**src/ams_defs.vh**
```
// Constants for the ADC input multiplexer sequencer
`ifndef AMS_DEFS_VH
`define AMS_DEFS_VH
`define AMS_ADDR_W       8
`define AMS_CTRL_ADDR    8'h00
`define AMS_STAT_ADDR    8'h04
`define AMS_NSEL_LO      8'h08
`define AMS_NSEL_HI      8'h0c
`define AMS_ASEL_LO      8'h10
`define AMS_ASEL_HI      8'h14
`define AMS_MAX_SLOTS    4'd10
`define AMS_SEL_W        4
`define AMS_SLOTS_LSB    0
`define AMS_FLEN_LSB     4
`define AMS_ALT_BIT      6
`define AMS_BME_BIT      7
`define AMS_CHOP_LSB     8
`define AMS_DIFF_LSB     12
`define AMS_CTRL_RST     32'h0000_0007
`define AMS_CHOP_POS     2'b01
`define AMS_CHOP_REV     2'b10
`define AMS_SIG_BAT      4'hb
`define AMS_RESP_OK      2'b00
`define AMS_RESP_ERR     2'b10
`endif

```
**src/ams_sequencer.v**
```verilog
// ADC input multiplexer sequencer with AXI4-Lite registers
//
// The implementer's own choices: the AXI4-Lite register port and the placing of the registers.
`timescale 1ns/1ps
`include "ams_defs.vh"
module ams_sequencer #(
   parameter SLOW_HZ = 32768,
   parameter CLK_HZ  = 40000000
) (
   clk,
   rst,
   slow_clock,
   system_power,
   awaddr, awvalid, awready, wdata, wstrb, wvalid, wready,
   bresp, bvalid, bready,
   araddr, arvalid, arready, rdata, rresp, rvalid, rready,
   mux_select,
   battery_connect,
   chop_polarity,
   diff_mode,
   diff_chop_swap,
   conv_start,
   frame_sync,
   result_valid,
   result_addr,
   sequencer_control
);
   input  wire        clk;
   input  wire        rst;
   input  wire        slow_clock;
   input  wire        system_power;
   input  wire [7:0]  awaddr;
   input  wire        awvalid;
   output reg         awready;
   input  wire [31:0] wdata;
   input  wire [3:0]  wstrb;
   input  wire        wvalid;
   output reg         wready;
   output reg  [1:0]  bresp;
   output reg         bvalid;
   input  wire        bready;
   input  wire [7:0]  araddr;
   input  wire        arvalid;
   output reg         arready;
   output reg  [31:0] rdata;
   output reg  [1:0]  rresp;
   output reg         rvalid;
   input  wire        rready;
   output reg  [3:0]  mux_select;
   output reg         battery_connect;
   output reg         chop_polarity;
   output reg  [3:0]  diff_mode;
   output reg         diff_chop_swap;
   output reg         conv_start;
   output reg         frame_sync;
   output reg         result_valid;
   output reg  [3:0]  result_addr;
   output reg         sequencer_control;

   localparam ST_SLOT = 2'b01;
   localparam ST_GAP  = 2'b10;

   reg [31:0] ctrl_ff;
   reg [39:0] nsel_ff;
   reg [39:0] asel_ff;
   reg        alt_pend_ff;
   reg        alt_frame_ff;
   reg [3:0]  slots_ff;
   reg [1:0]  flen_ff;
   reg [3:0]  slot_ff;
   reg [1:0]  tick_ff;
   reg [1:0]  state_ff;
   reg [2:0]  sck_ff;
   reg        sck_seen_ff;
   reg [2:0]  pwr_ff;
   reg        pwr_ok_ff;
   reg        alt_taken_ff;
   reg [7:0]  awaddr_ff;
   reg [31:0] wdata_ff;
   reg [3:0]  wstrb_ff;
   reg        aw_ok_ff;
   reg        w_ok_ff;

   wire [1:0] chop_mode    = ctrl_ff[`AMS_CHOP_LSB+1:`AMS_CHOP_LSB];
   // Power loss reaches the battery load about five clocks late
   wire       bme_eff      = ctrl_ff[`AMS_BME_BIT] & pwr_ok_ff;
   // Edge taken only when the second and third stages agree
   wire       sck_rise     = sck_ff[1] & sck_ff[2] & ~sck_seen_ff;
   wire       sck_fall     = ~sck_ff[1] & ~sck_ff[2];
   wire       slot_last_t  = (tick_ff == flen_ff);
   wire       frame_last   = (slot_ff + 4'd1 >= slots_ff);
   wire [3:0] sel_norm     = nsel_ff[slot_ff*4 +: 4];
   wire [3:0] sel_alt      = asel_ff[slot_ff*4 +: 4];
   wire [3:0] sel_now      = alt_frame_ff ? sel_alt : sel_norm;
   wire [3:0] cfg_slots    = ctrl_ff[`AMS_SLOTS_LSB+3:`AMS_SLOTS_LSB];
   wire [3:0] nxt_slots    = (cfg_slots == 4'd0) ? 4'd1 :
                             (cfg_slots > `AMS_MAX_SLOTS) ? `AMS_MAX_SLOTS : cfg_slots;
   wire [1:0] cfg_flen     = ctrl_ff[`AMS_FLEN_LSB+1:`AMS_FLEN_LSB];
   wire [1:0] nxt_flen     = (cfg_flen == 2'd3) ? 2'd2 : cfg_flen;
   wire       wr_fire      = aw_ok_ff & w_ok_ff & ~bvalid;
   wire [31:0] wmask       = {{8{wstrb_ff[3]}}, {8{wstrb_ff[2]}},
                              {8{wstrb_ff[1]}}, {8{wstrb_ff[0]}}};
   wire       alt_set      = wr_fire & (awaddr_ff == `AMS_CTRL_ADDR) & wstrb_ff[0]
                             & wdata_ff[`AMS_ALT_BIT] & ~ctrl_ff[`AMS_ALT_BIT];

   // Slow clock is sampled through three flops, only the first is raw
   always @(posedge clk or posedge rst) begin
      if (rst) begin
         sck_ff      <= 3'b000;
         sck_seen_ff <= 1'b0;
      end else begin
         sck_ff <= {sck_ff[1:0], slow_clock};
         if (sck_rise)
            sck_seen_ff <= 1'b1;
         else if (sck_fall)
            sck_seen_ff <= 1'b0;
      end
   end

   // Power flag is asynchronous; filtered like the slow clock
   always @(posedge clk or posedge rst) begin
      if (rst) begin
         pwr_ff    <= 3'b000;
         pwr_ok_ff <= 1'b0;
      end else begin
         pwr_ff <= {pwr_ff[1:0], system_power};
         if (pwr_ff[1] == pwr_ff[2])
            pwr_ok_ff <= pwr_ff[2];
      end
   end

   // AXI4-Lite write path, address and data taken in either order
   always @(posedge clk or posedge rst) begin
      if (rst) begin
         awready   <= 1'b1;
         wready    <= 1'b1;
         aw_ok_ff  <= 1'b0;
         w_ok_ff   <= 1'b0;
         awaddr_ff <= 8'h00;
         wdata_ff  <= 32'h0000_0000;
         wstrb_ff  <= 4'h0;
         bvalid    <= 1'b0;
         bresp     <= `AMS_RESP_OK;
         ctrl_ff   <= `AMS_CTRL_RST;
         nsel_ff   <= 40'h0;
         asel_ff   <= 40'h0;
      end else begin
         if (awvalid & awready) begin
            awaddr_ff <= awaddr;
            aw_ok_ff  <= 1'b1;
            awready   <= 1'b0;
         end
         if (wvalid & wready) begin
            wdata_ff <= wdata;
            wstrb_ff <= wstrb;
            w_ok_ff  <= 1'b1;
            wready   <= 1'b0;
         end
         if (wr_fire) begin
            bvalid <= 1'b1;
            bresp  <= `AMS_RESP_OK;
            case (awaddr_ff)
               `AMS_CTRL_ADDR: ctrl_ff <= (ctrl_ff & ~wmask) | (wdata_ff & wmask);
               `AMS_NSEL_LO:   nsel_ff[31:0] <= (nsel_ff[31:0] & ~wmask) | (wdata_ff & wmask);
               `AMS_NSEL_HI: begin
                  if (wstrb_ff[0])
                     nsel_ff[39:32] <= wdata_ff[7:0];
               end
               `AMS_ASEL_LO:   asel_ff[31:0] <= (asel_ff[31:0] & ~wmask) | (wdata_ff & wmask);
               `AMS_ASEL_HI: begin
                  if (wstrb_ff[0])
                     asel_ff[39:32] <= wdata_ff[7:0];
               end
               default:        bresp <= `AMS_RESP_ERR;
            endcase
         end
         if (bvalid & bready) begin
            bvalid   <= 1'b0;
            aw_ok_ff <= 1'b0;
            w_ok_ff  <= 1'b0;
            awready  <= 1'b1;
            wready   <= 1'b1;
         end
      end
   end

   // AXI4-Lite read path
   always @(posedge clk or posedge rst) begin
      if (rst) begin
         arready <= 1'b1;
         rvalid  <= 1'b0;
         rdata   <= 32'h0000_0000;
         rresp   <= `AMS_RESP_OK;
      end else begin
         if (arvalid & arready) begin
            arready <= 1'b0;
            rvalid  <= 1'b1;
            rresp   <= `AMS_RESP_OK;
            case (araddr)
               `AMS_CTRL_ADDR: rdata <= ctrl_ff;
               `AMS_STAT_ADDR: rdata <= {18'h0, slots_ff, flen_ff, chop_polarity,
                                         alt_frame_ff, alt_pend_ff, frame_sync, slot_ff};
               `AMS_NSEL_LO:   rdata <= nsel_ff[31:0];
               `AMS_NSEL_HI:   rdata <= {24'h0, nsel_ff[39:32]};
               `AMS_ASEL_LO:   rdata <= asel_ff[31:0];
               `AMS_ASEL_HI:   rdata <= {24'h0, asel_ff[39:32]};
               default: begin
                  rdata <= 32'h0000_0000;
                  rresp <= `AMS_RESP_ERR;
               end
            endcase
         end
         if (rvalid & rready) begin
            rvalid  <= 1'b0;
            arready <= 1'b1;
         end
      end
   end

   // Sequencer, advancing only on qualified slow clock edges
   always @(posedge clk or posedge rst) begin
      if (rst) begin
         state_ff          <= ST_GAP;
         slot_ff           <= 4'd0;
         tick_ff           <= 2'd0;
         slots_ff          <= 4'd7;
         flen_ff           <= 2'd0;
         alt_pend_ff       <= 1'b0;
         alt_frame_ff      <= 1'b0;
         alt_taken_ff      <= 1'b0;
         chop_polarity     <= 1'b0;
         diff_chop_swap    <= 1'b0;
         mux_select        <= 4'd0;
         battery_connect   <= 1'b0;
         diff_mode         <= 4'h0;
         conv_start        <= 1'b0;
         frame_sync        <= 1'b0;
         result_valid      <= 1'b0;
         result_addr       <= 4'd0;
         sequencer_control <= 1'b0;
      end else begin
         conv_start        <= 1'b0;
         result_valid      <= 1'b0;
         sequencer_control <= 1'b0;
         diff_mode         <= ctrl_ff[`AMS_DIFF_LSB+3:`AMS_DIFF_LSB];
         battery_connect   <= bme_eff;
         // Set wins over the consumption clear; one pending flag, no queue
         if (alt_set)
            alt_pend_ff <= 1'b1;
         else if (alt_taken_ff)
            alt_pend_ff <= 1'b0;
         alt_taken_ff <= 1'b0;
         if (sck_rise) begin
            sequencer_control <= 1'b1;
            case (state_ff)
               ST_SLOT: begin
                  if (!slot_last_t) begin
                     tick_ff <= tick_ff + 2'd1;
                  end else begin
                     // Result closes the slot for every filter length
                     result_valid <= 1'b1;
                     result_addr  <= mux_select;
                     if (frame_last) begin
                        state_ff   <= ST_GAP;
                        frame_sync <= 1'b1;
                        if (chop_mode == `AMS_CHOP_POS)
                           chop_polarity <= 1'b0;
                        else if (chop_mode == `AMS_CHOP_REV)
                           chop_polarity <= 1'b1;
                        else
                           chop_polarity <= ~chop_polarity;
                        diff_chop_swap <= ~diff_chop_swap;
                     end else begin
                        slot_ff    <= slot_ff + 4'd1;
                        tick_ff    <= 2'd0;
                        conv_start <= 1'b1;
                     end
                  end
               end
               ST_GAP: begin
                  state_ff     <= ST_SLOT;
                  frame_sync   <= 1'b0;
                  slot_ff      <= 4'd0;
                  tick_ff      <= 2'd0;
                  conv_start   <= 1'b1;
                  slots_ff     <= nxt_slots;
                  flen_ff      <= nxt_flen;
                  alt_frame_ff <= alt_pend_ff & ~alt_set;
                  alt_taken_ff <= alt_pend_ff & ~alt_set;
               end
               default: state_ff <= ST_GAP;
            endcase
         end
         // Alternate-list battery code replaced by the normal entry unless measurement is enabled
         if ((sel_now == `AMS_SIG_BAT) && !bme_eff)
            mux_select <= sel_norm;
         else
            mux_select <= sel_now;
      end
   end

   // Alternate bit in control is a plain latch of what software wrote
endmodule // ams_sequencer

```
**config.mk**
```make
export PLATFORM = sky130hd
export DESIGN_NAME = ams_sequencer
export DESIGN_NICKNAME = d
export VERILOG_FILES = /design/src/ams_sequencer.v
export VERILOG_INCLUDE_DIRS = /design/src
export SDC_FILE = /design/constraint.sdc
export NUM_CORES = 1
export LEC_CHECK = 0
export ABC_AREA = 1
export BUFFER_PORTS_ARGS = -buffer_cell sky130_fd_sc_hd__buf_2
export CAP_MARGIN = 40
export CELL_PAD_IN_SITES_DETAIL_PLACEMENT = 0
export CELL_PAD_IN_SITES_GLOBAL_PLACEMENT = 2
export CORE_ASPECT_RATIO = 1.1
export CORE_MARGIN = 2
export CORE_UTILIZATION = 36
export CTS_CLUSTER_SIZE = 24
export DETAILED_ROUTE_END_ITERATION = 8
export HOLD_SLACK_MARGIN = 0.06
export MAX_ROUTING_LAYER = met4
export PLACE_DENSITY_LB_ADDON = 0.1
export SYNTH_ARGS = -nofsm -noshare
export SYNTH_HDL_FRONTEND = slang
export SYNTH_SLANG_ARGS = --single-unit
```
**constraint.sdc**
```tcl
create_clock -name clk -period 7.8 [get_ports clk]
set_input_delay 0.39 -clock clk [delete_from_list [all_inputs] [get_ports clk]]
set_output_delay 0.39 -clock clk [all_outputs]
set_load 0.05 [all_outputs]
```
[Word level (Yosys, flattened, before mapping)]
Index checks and enable logic that the tools add are counted.
Operators by class
  order comparisons: 2
  reductions and logical operators: 26
  equal/unequal tests: 21
  shift operators: 2
  muxes and demuxes: 50
  add/subtract/negate cells: 2
  bitwise operators: 32
Operators with widths (number)
  32-bit case mux with 6 select lines: 1
  32-bit bitwise AND: 4
  32-bit OR: 3
  40-bit by 7-bit indexed part select with 4-bit output: 2
  8-bit by 4-bit equality test with 1-bit output (second input constant): 4
  8-bit by 5-bit equality test with 1-bit output (second input constant): 4
  32-bit inverter: 1
  1-bit 2-to-1 mux: 31
  4-bit 2-to-1 mux: 6
  1-bit bitwise AND: 16
  8-bit logical NOT: 2
  3-bit AND reduction: 5
  2-bit 2-to-1 mux: 7
  2-bit nonzero test: 7
  4-bit AND reduction: 3
  8-bit by 3-bit equality test with 1-bit output (second input constant): 1
  1-bit inverter: 8
  2-bit case mux with 2 select lines: 2
  4-bit case mux with 2 select lines: 1
  2-bit AND reduction: 4
  2-bit equality test (second input constant): 3
  2-bit != test (second input constant): 3
  6-bit OR reduction: 1
  5-bit OR reduction: 1
  other kinds (13): 15
Word-level totals
  word-level logic and storage cells: 175
  output and inout bits: 60
  register bits: 243
  bits of input ports: 61

[Longest topological paths before layout]
  depth in word-level cells: 10
  depth in mapped cells: 14
  gate-level depth less buffers: 12

[Worst setup path after synthesis]
OpenSTA, ideal clock, no wires.
  path type: register -> register
  from: reg slot_ff[0]
  to: reg slot_ff[2]
  period minus slack after synthesis: 2200 ps
  required time: 7716 ps
  path buffers: 3
  arrival: 2117 ps
  stages on the path, launching flop included: 15
  setup time: 84 ps
  slack: 5600 ps
  cells stage by stage: dfrtp_1 buf_6 buf_6 buf_6 nand3_1 xor2_1 ha_1 a21oi_1 nand3_1 nor2_1 o21bai_1 nand2_1 inv_1 nand3_1 o21ai_0
On the way
  word-level cells in the longest chain between the ends: 4
  elaborated cells on any way between the ends: 7
  classes of those cells: 1 x add/sub; 1 x order compare; 1 x eq/ne; 3 x mux; 1 x reduce/logical
Ends and longest elaborated chain
  start, declared: line ams_sequencer.v:70  | reg [3:0] slot_ff;
  start signal, assigned: line ams_sequencer.v:274  | slot_ff <= slot_ff + 4'd1;
  4-bit by 1-bit adder with 4-bit output *: line ams_sequencer.v:91, ams_sequencer.v:274
  4-bit >= comparator / 4-bit 2-to-1 mux (equally long branches): line ams_sequencer.v:91, ams_sequencer.v:263
  2-bit != test (no line) / 4-bit 2-to-1 mux (equally long branches)
  4-bit AND reduction (no line) / 4-bit case mux with 2 select lines (equally long branches)
Mark *: on every way between the ends. The rest lies on a longest branch, timed or not. The select of a mux whose other input is x is not followed.
A chain may end at the register's enable or synchronous reset.

[Worst setup path after layout]
  from: reg slot_ff[0]
  to: reg slot_ff[3]
The elaborated chain is that of the path after synthesis.

==> flow_summary.json <==
{
  "ys.flop_type": "dfrtp_1",
  "synth_top_area_cell": "dfrtp_1",
  "synth_cells": 1272,
  "skew_ns": 0.0131,
  "critPathCaptureType": "register",
  "worstPathRequired_ns": 8.26,
  "worstPathCellList": "buf_4 -> nand3_1 -> xor2_1 -> ha_1 -> a21oi_1 -> nand3_1 -> nor2_1 -> o21bai_1 -> nand2_1 -> inv_1 -> nand3_1 -> o21ai_0",
  "wl_um": 33200,
  "grt_pass1_vias": 9108,
  "slew_headroom_pct": 49.9,
  "grt_max_degree": 98,
  "initial_core_util_pct": 36.3,
  "crit_top_cell": "nand3_1",
  "slowest_stage": "buf_4",
  "dpl.hpwl_um": 23300,
  "grt_pass1_wl_um": 53400,
  "ctsResizeCount": 0,
  "cp.buffers_inverters": 2,
  "comb_power_share_pct": 30.8,
  "clock_sinks": 241,
  "crit_path_start_kind": "register",
  "power.leakage_uw": 0.00638,
  "synth_edf_count": 0,
  "yosysWarnings": 0,
  "synth_top_cell_area_share_pct": 51.2,
  "num_io_pins": 121,
  "min-delay-path-class": "primary input to register",
  "cts.hold.buffers_added": 36,
  "drc": 0,
  "ir_drop_mv": 0.164,
  "viasPerCell": 4.87,
  "ys_types": 52,
  "drive_gt1_share_pct": 18.6,
  "die_h_um": 190,
  "area_delta_synth_final_pct": 19.8,
  "n_antenna_cell": 0,
  "cts_tree": "done",
  "drv_cap": 0,
  "htreeDepth": 1,
  "cts_root_buf": "clkbuf_16",
  "setup_tns_ns": 0,
  "place_ws_ns": 5.11,
  "path_class": "register to register",
  "core_sq_mm": 0.0311,
  "p_seq_share_pct": 38.8,
  "ys_seq_area_share_pct": 53.5,
  "fin_util_pct": 43.4,
  "min_period_ns": 2.66,
  "placed_area_sq_mm": 0.0122,
  "rsz0062_at_grt": "no",
  "fp.dieArea_sq_mm": 0.0328,
  "ys_async_sr_fraction_pct": 100,
  "p_sw_share_pct": 38.0,
  "fillCellCount": 3163,
  "setup_slack_ns": 5.14,
  "clk_latency_ns": 0.54,
  "ys_top_cells_by_area": "dfrtp_1 51%, nand2_1 11%, o21ai_0 5.8%",
  "power.switching_uw": 1760,
  "netlist_area_sq_mm": 0.0113,
  "drv_slew": 0,
  "clock_power_share_pct": 30.4,
  "ant_nets": 0,
  "hold_viol_final": 0,
  "clock.fmax_mhz": 376,
  "cp_max_fo": 61,
  "layout.nets": 1480,
  "drtIter0Drc": 576,
  "period_share_pct": 34.1,
  "clockBufferDepth": 3,
  "antenna_found_initial": 0,
  "grt_overflow": 0,
  "grt_use_total_pct": 21.4,
  "ys_seq_elements": 241,
  "critPathMaxStageDelay_ns": 0.52,
  "clk_pin_slew_ns": 0.06,
  "power_density_mw_per_mm2": 342,
  "avgSynthCellArea_sq_um": 8.88,
  "status": "finished, final reports clean",
  "gp_congestion": 0.838,
  "setup_viol": 0,
  "port_buffers": 118,
  "yosysMostFrequentCell": "nand2_1",
  "synth.top_cells.by_count": "338 x nand2_1, 231 x dfrtp_1, 145 x inv_1, 130 x o21ai_0, 62 x nand3_1",
  "vias": 9018,
  "fin_area_sq_mm": 0.0135,
  "path_delay_family": "buffers and inverters",
  "power_uw": 4620,
  "num_rows": 68,
  "crit_arrival_ns": 3.12,
  "first_pass_iters": 5,
  "drt-wirelength-per-cell_um": 17.9,
  "cts_made_buffers": 27,
  "die_w_um": 173,
  "post-cts-setup-buffer-count": 0,
  "worstMarginPinSlew_ns": 0.746,
  "power.internal_uw": 2860
}
==> worst register-to-register path, stage by stage (launching register included) <==
cell and delay, ns:
dfrtp_1 0.32, buf_4 0.52, nand3_1 0.17, xor2_1 0.19, ha_1 0.33, a21oi_1 0.15, nand3_1 0.15, nor2_1 0.18
o21bai_1 0.13, nand2_1 0.06, inv_1 0.20, nand3_1 0.10, o21ai_0 0.08
==> layout make-up <==
type	count	area [sq um]	share of cell area (%)
Tap cell	420	526	3.89
Clock buffer	39	811	6.00
Clock inverter	10	179	1.32
Multi-Input combinational cell	823	4310	31.9
Timing Repair Buffer	163	1060	7.83
Inverter	156	596	4.40
Sequential cell	241	6040	44.7
==> layout by cell type (no fill, tap or decap), drive strengths merged, types with 3 or more instances in the layout <==
master	netlist	routed
a31oi	3	3
o22ai	27	27
o211ai	12	12
dfrtp	231	231
nand3	72	72
dfstp	10	10
clkinv	3	8
a21oi	41	41
clkbuf	14	39
ha	7	7
nor4	5	5
nor2	45	45
nand2	346	346
dlygate4sd3	0	36
bufinv	0	5
o21ai	220	220
inv	153	153
nand4	6	6
o21a	11	11
nor3	9	9
buf	39	127
a221oi	4	4
==> metrics by stage <==
step	hold slack, ns	std cells
after floorplan	0.331	1273
after global placement	0.345	1765
after detailed placement	0.337	1767
after CTS	0.0601	1852
after global routing	0.0689	1852
final	0.0726	1852
==> power by group through the flow <==
stage	combinational [uW]	clock, uW	sequential (uW)
final	1420	1400	1790
after global routing	1610	1490	1840
after CTS	1440	1440	1800
after detailed placement	1420	0	1820
after global placement	1410	0	1810
after floorplan	886	0	1960
==> kinds of logic (layout without fill, tap and decap cells) <==
| logic type | after synthesis | after routing | synth area share [%] |
|---|---|---|---|
| xor+xnor | 4 | 4 | 0.310 |
| compound gates | 322 | 322 | 16.6 |
| other cells | 1 | 2 | 0.0332 |
| simple gates | 487 | 487 | 20.3 |
| flops | 241 | 241 | 53.5 |
| buf+inv | 209 | 368 | 8.37 |
| fa+ha+maj | 8 | 8 | 0.864 |
==> metal layers <==
layer	GRT usage (%)	wire length, um	up-vias	part of all wire (%)
met1	28.4	15300	4343	46
li1	-	-	4454	-
met4	5.28	731	0	2.2
met5	-	0	-	0
met3	2.64	1270	48	3.8
met2	35.3	15900	173	48
==> final timing paths <==
path,cells after the start,endpoint,start,slack (ns)
min,3,wdata_ff[11],wdata[11],0.07
min reg2reg,0,pwr_ff[1],pwr_ff[0],0.35
max in group asynchronous,5,awready,rst,6.04
max,12,slot_ff[3],slot_ff[0],5.14
max reg2reg,12,slot_ff[3],slot_ff[0],5.14
min in group asynchronous,3,sck_ff[1],rst,0.51
Power figures use the tool's default switching activity.
